`src/verilog/irq_ctrl_pkg.sv`:
```
// register map, field positions and reset values for the interrupt block
package irq_ctrl_pkg;
	localparam logic [11:0] ADDR_CTRL = 12'h000;
	localparam logic [11:0] ADDR_PORT = 12'h004;
	localparam logic [11:0] ADDR_CFG = 12'h008;
	localparam logic [11:0] ADDR_STAT = 12'h00c;
	localparam logic [11:0] ADDR_MASK = 12'h010;
	localparam int EDGE_EN_BIT = 4;
	localparam int PORT_EN_BIT = 3;
	localparam int TMR_FLAG_BIT = 2;
	localparam int EDGE_FLAG_BIT = 1;
	localparam int PORT_FLAG_BIT = 0;
	localparam int POL_BIT = 0;
	localparam int GLB_EN_BIT = 1;
	localparam int NUM_EV = 3;
	localparam logic [7:0] CTRL_RESET = 8'h00;
	localparam logic [1:0] CFG_RESET = 2'h1;
	localparam logic [NUM_EV-1:0] EV_RESET = 3'h0;
	localparam logic [31:0] UNMAPPED_DATA = 32'h0000_0000;
endpackage
```
`src/verilog/ext_pin_timer_irq_bits.sv`:
```
// primary interrupt control: edge pin, port change and timer overflow flags
`timescale 1ns/1ps
// Summary of operation
// - edge pin request reaches the core request only with enable bit 4 set
// - port change request reaches the core request only with enable bit 3 set
// - timer overflow sets flag bit 2; only software clears it
// - edge pin event sets flag bit 1 until software clears it
// - any upper port pin change sets flag bit 0 until cleared
// - a standing mismatch keeps re-setting the port change flag
// - reading the port data register latches pins, ending the mismatch
// - flags set on their condition regardless of any enable
// - edge pin triggers rising when polarity select is 1, else falling
module ext_pin_timer_irq_bits
	import irq_ctrl_pkg::*;
(
	input wire logic clk_sys_i,
	input wire logic arst_n_i,
	input wire logic psel_i,
	input wire logic penable_i,
	input wire logic pwrite_i,
	input wire logic [11:0] paddr_i,
	input wire logic [31:0] pwdata_i,
	output logic [31:0] prdata_o,
	output logic pready_o,
	output logic pslverr_o,
	input wire logic edge_interrupt_pin_i,
	input wire logic [3:0] upper_port_pins_i,
	input wire logic timer_overflow_i,
	output logic core_irq_o,
	output logic irq_o
);
	logic [7:0] ctrl_q;
	logic [1:0] cfg_q;
	logic [NUM_EV-1:0] stat_q;
	logic [NUM_EV-1:0] mask_q;
	logic edge_s1_q, edge_s2_q, edge_s3_q;
	logic [3:0] port_s1_q, port_s2_q, port_latch_q;
	logic [31:0] rdata_q;
	logic wr_en, rd_en, edge_ev, mismatch, port_rd;
	logic [NUM_EV-1:0] ev;
	logic [7:0] ctrl_clr;

	assign wr_en = psel_i & penable_i & pwrite_i;
	assign rd_en = psel_i & penable_i & ~pwrite_i;
	assign port_rd = rd_en & (paddr_i == ADDR_PORT);
	assign pready_o = 1'b1;
	assign pslverr_o = 1'b0;
	assign prdata_o = rdata_q;

	// pins are asynchronous: two flops before anything looks at them
	always_ff @(posedge clk_sys_i or negedge arst_n_i)
	begin
		if (!arst_n_i)
		begin
			edge_s1_q <= 1'b0;
			edge_s2_q <= 1'b0;
			edge_s3_q <= 1'b0;
			port_s1_q <= 4'h0;
			port_s2_q <= 4'h0;
		end
		else
		begin
			edge_s1_q <= edge_interrupt_pin_i;
			edge_s2_q <= edge_s1_q;
			edge_s3_q <= edge_s2_q;
			port_s1_q <= upper_port_pins_i;
			port_s2_q <= port_s1_q;
		end
	end

	assign edge_ev = cfg_q[POL_BIT] ? (edge_s2_q & ~edge_s3_q)
		: (~edge_s2_q & edge_s3_q);

	// latch taken on a port read; mismatch persists until then
	always_ff @(posedge clk_sys_i or negedge arst_n_i)
	begin
		if (!arst_n_i)
			port_latch_q <= 4'h0;
		else if (port_rd)
			port_latch_q <= port_s2_q;
	end

	assign mismatch = (port_s2_q != port_latch_q) & ~port_rd;

	always_comb
	begin
		ev = '0;
		ev[TMR_FLAG_BIT] = timer_overflow_i;
		ev[EDGE_FLAG_BIT] = edge_ev;
		ev[PORT_FLAG_BIT] = mismatch;
	end

	// software clears flags by writing zero; a same-cycle event wins
	always_comb
	begin
		ctrl_clr = '0;
		if (wr_en && paddr_i == ADDR_CTRL)
			ctrl_clr = ~pwdata_i[7:0];
	end

	always_ff @(posedge clk_sys_i or negedge arst_n_i)
	begin
		if (!arst_n_i)
			ctrl_q <= CTRL_RESET;
		else
		begin
			if (wr_en && paddr_i == ADDR_CTRL)
				ctrl_q[7:NUM_EV] <= pwdata_i[7:NUM_EV];
			ctrl_q[NUM_EV-1:0] <= (ctrl_q[NUM_EV-1:0]
				& ~ctrl_clr[NUM_EV-1:0]) | ev;
		end
	end

	always_ff @(posedge clk_sys_i or negedge arst_n_i)
	begin
		if (!arst_n_i)
			cfg_q <= CFG_RESET;
		else if (wr_en && paddr_i == ADDR_CFG)
			cfg_q <= pwdata_i[1:0];
	end

	// sticky status mirrors the same events, write one to clear
	always_ff @(posedge clk_sys_i or negedge arst_n_i)
	begin
		if (!arst_n_i)
			stat_q <= EV_RESET;
		else if (wr_en && paddr_i == ADDR_STAT)
			stat_q <= (stat_q & ~pwdata_i[NUM_EV-1:0]) | ev;
		else
			stat_q <= stat_q | ev;
	end

	always_ff @(posedge clk_sys_i or negedge arst_n_i)
	begin
		if (!arst_n_i)
			mask_q <= EV_RESET;
		else if (wr_en && paddr_i == ADDR_MASK)
			mask_q <= pwdata_i[NUM_EV-1:0];
	end

	always_ff @(posedge clk_sys_i or negedge arst_n_i)
	begin
		if (!arst_n_i)
			rdata_q <= UNMAPPED_DATA;
		else if (psel_i && !penable_i && !pwrite_i)
		begin
			case (paddr_i)
				ADDR_CTRL: rdata_q <= {24'h0, ctrl_q};
				ADDR_PORT: rdata_q <= {28'h0, port_s2_q};
				ADDR_CFG: rdata_q <= {30'h0, cfg_q};
				ADDR_STAT: rdata_q <= {29'h0, stat_q};
				ADDR_MASK: rdata_q <= {29'h0, mask_q};
				default: rdata_q <= UNMAPPED_DATA;
			endcase
		end
	end

	// timer overflow enable lives elsewhere; the core request covers two
	assign core_irq_o = cfg_q[GLB_EN_BIT] & (
		(ctrl_q[EDGE_EN_BIT] & ctrl_q[EDGE_FLAG_BIT]) |
		(ctrl_q[PORT_EN_BIT] & ctrl_q[PORT_FLAG_BIT]));
	assign irq_o = |(stat_q & mask_q);
endmodule

```
`config.mk`:
```
export PLATFORM = sky130hd
export DESIGN_NAME = ext_pin_timer_irq_bits
export DESIGN_NICKNAME = d
export VERILOG_FILES = /design/src/verilog/irq_ctrl_pkg.sv /design/src/verilog/ext_pin_timer_irq_bits.sv
export SDC_FILE = /design/constraint.sdc
export NUM_CORES = 1
export LEC_CHECK = 0
export BUFFER_PORTS_ARGS = -buffer_cell sky130_fd_sc_hd__buf_4
export CAP_MARGIN = 20
export CORE_ASPECT_RATIO = 1.5
export CORE_MARGIN = 4
export CORE_UTILIZATION = 49
export DETAILED_ROUTE_END_ITERATION = 16
export PLACE_DENSITY = 0.87
export SLEW_MARGIN = 0
export SYNTH_ARGS = -nofsm -noshare
export SYNTH_HDL_FRONTEND = slang
export SYNTH_SLANG_ARGS = --single-unit
export TNS_END_PERCENT = 100
```
`constraint.sdc`:
```
create_clock -name clk_sys_i -period 2.5 [get_ports clk_sys_i]
set_input_delay 0.5 -clock clk_sys_i [delete_from_list [all_inputs] [get_ports clk_sys_i]]
set_output_delay 0.5 -clock clk_sys_i [all_outputs]
set_load 0.005 [all_outputs]
```
==> results by group <==
Status
  – Status: complete, no violations

Final layout
  – Layout net count: 271
  – Commonest cells after routing, fill and taps aside: buf_4, dfrtp_1, conb_1
  – Layout cell share with drive strength beyond 1: 37.8%
  – N_diodes: 0
  – Area Overhead vs Synth: 21.0%
  – Commonest non-fill, non-tap cell in the layout: buf_4
  – Post-layout util: 62.2%

Clock network
  – Sink Count: 39
  – Total CTS buffers: 5
  – H-tree levels: 2
  – Clock transition at the registers of the reported paths: 70 ps
  – Setup bufs post-CTS: 0
  – Clk buf depth: 2
  – CTS Hold Bufs: 0
  – Worst skew pair latency: 290 ps
  – Clk root buf: clkbuf_8
  – Post-CTS sizing: 0
  – Clock tree from TritonCTS: yes

STA
  – RSZ-0062 raised after global routing: no
  – # setup viols final: 0
  – Slew @ Worst Pin: 495 ps
  – Final-report hold violation count: 0
  – Fmax achieved: 435 MHz
  – Tcrit/Tclk final: 92.0%
  – Min Tclk post-route: 2300 ps
  – Fin worst setup slack: 199 ps
  – Max-slew violation count: 0
  – Clock Skew: 6.28 ps
  – Rel. slew slack: 66.9%

Die
  – Core ar.: 0.00372 mm²
  – Die extent in x: 59.0 µm
  – Die height: 84.5 µm
  – Ports: 91
  – Starting Density: 51.4%
  – Die area: 0.00498 mm²
  – Num rows: 27

Synth
  – Mapped cell area: 0.00191 mm²
  – Syn Inst Count: 169
  – Yosys reg bits: 39
  – Sequential-to-total area share from yosys stat: 51.1%
  – Number of library cell types mapped by synthesis: 36
  – Synth warnings: 0
  – Syn_area_per_cell: 11.3 µm²

GRT
  – Largest net degree at the start of global routing: 40
  – Grt total ovfl: 0
  – Initial antenna violation count: 0
  – Number of global-route vias before repair: 1312
  – First-pass GRT wire length: 5.78 mm
  – GRT Util Overall: 15.5%

Placement
  – RePlAce Congestion: 0.838
  – Port Buffers: 40
  – DP Wirelength: 2.89 mm
  – Post-Place Setup Slack: -101 ps

Critical path
  – Worst path slowest cell: or4_4
  – CP required: 2680 ps
  – Setup Crit Path Kind: input pin to register
  – Crit path cell chain: buf_4 > or4_4 > or4_4 > or4_4 > mux2_4
  – Crit path top cell by count: or4_4
  – CP endpoint kind: register
  – Max incr delay on CP: 570 ps
  – Crit path DAT: 2480 ps
  – Setup crit start kind: input pin
  – Critical path peak fanout: 5

Route
  – Drt initial violations: 48
  – Antenna viol nets, final: 0
  – # DRC: 0
  – DR vias: 1337
  – Routed WL per cell: 13.9 µm
  – WL final: 3.61 mm
  – Vias/cell: 5.14
  – 1st-pass router iterations: 4

Run
  – MaxCap Viol Count: 0

Power
  – Cell Pwr Density: 553 mW/mm²
  – Leak pwr: 1.09 nW
  – Peak supply drop: 479 µV

Hold path
  – Worst hold path type: input pin to asynchronous set/reset pin
## area by class of cell
cell class,count,area [µm²]
Multi-Input combinational cell,120,801
Tap cell,43,53.8
Sequential cell,39,977
Fill cell,310,1400
Inverter,2,7.51
Clock buffer,5,68.8
Timing Repair Buffer,48,360
Clock inverter,3,43.8
## cell usage after synthesis, drive strengths merged
cell type / count / area, µm²
dfrtp: 38 / 951
or4: 4 / 37.5
or3b: 1 / 8.76
a21bo: 1 / 10.0
o41ai: 1 / 8.76
nand2b: 3 / 18.8
nand4: 2 / 12.5
nor3: 2 / 10.0
a222oi: 1 / 10.0
xnor2: 4 / 35.0
o31ai: 3 / 22.5
mux2i: 2 / 20.0
nor2b: 2 / 12.5
or2: 2 / 12.5
or4b: 1 / 10.0
dfstp: 1 / 26.3
nor4: 4 / 31.3
clkbuf: 5 / 18.8
nor2: 6 / 22.5
mux2: 14 / 176
a21o: 2 / 15.0
a221oi: 2 / 17.5
nand2: 18 / 67.6
a2bb2oi: 1 / 8.76
o21ai: 8 / 40.0
buf: 27 / 200
mux4: 2 / 45.0
or3: 3 / 18.8
inv: 2 / 7.51
a22oi: 1 / 7.51
conb: 2 / 7.51
nand3: 4 / 20.0
## worst max-delay path, delay by kind of cell
kind	cells	cell delay (ps)
AND/OR/NAND/NOR	3	1540
buffers and inverters	1	110
multiplexers	1	320
## per-layer routing
layer  routed length, µm  global-route usage [%]  vias to the layer above
li1                    -                       -                      628
met1                1260                    16.1                      636
met2                1930                    26.8                       57
met3                 272                    3.54                       16
met4                 149                    10.3                        0
met5                   0                       0                        -
## power by group
group | total [mW] | internal [mW] | leakage [nW] | switching [mW]
logic | 0.113 | 0.0557 | 0.555 | 0.0576
clock network | 0.511 | 0.297 | 0.0581 | 0.214
registers | 0.653 | 0.645 | 0.480 | 0.00845
total | 1.28 | 0.997 | 1.09 | 0.280
## cells by family after synthesis
group                     Yosys count  share of synthesized area (%)
AOI/OAI and AO/OA                  20                           7.33
xor gates and xnor gates            4                           1.83
buffers and inverters              34                           11.9
DFF                                39                           51.1
muxes                              18                           12.6
other                               2                          0.393
and+or+nand+nor                    52                           14.8
## sequential cells by signal, indices dropped and copies added (netlist names)
signal / flops
ctrl_q: 8
cfg_q: 2
port_s1_q: 4
edge_s2_q: 1
port_s2_q: 4
stat_q: 3
edge_s3_q: 1
edge_s1_q: 1
prdata_o: 8
port_latch_q: 4
mask_q: 3
## path summary, 6_finish.rpt
kind,startpoint,endpoint,slack (ps),cells past startpoint
worst min register to register,port_s1_q[2],port_s2_q[2],350,0
worst max register to register,port_s2_q[1],prdata_o[1],1120,3
max in group asynchronous,arst_n_i,cfg_q[0],1970,1
min in group clk_sys_i,edge_interrupt_pin_i,edge_s1_q,310,1
worst min-delay path,arst_n_i,port_s1_q[1],160,1
worst max-delay path,paddr_i[9],ctrl_q[7],200,5
## through the flow
| stage | power (mW) | hold slack [ps] | TNS, ps | cell area (µm²) | instances |
|---|---|---|---|---|---|
| 3_3_place_gp | 0.777 | 333 | -834 | 2200 | 252 |
| 2_1_floorplan | 0.737 | 204 | -147 | 2010 | 193 |
| 3_5_place_dp | 0.779 | 341 | -877 | 2200 | 252 |
| 4_1_cts | 1.29 | 170 | 0 | 2310 | 260 |
| 5_1_grt | 1.34 | 194 | 0 | 2310 | 260 |
| 6_report | 1.28 | 164 | 0 | 2310 | 260 |
Power figures use the tool's default switching activity.
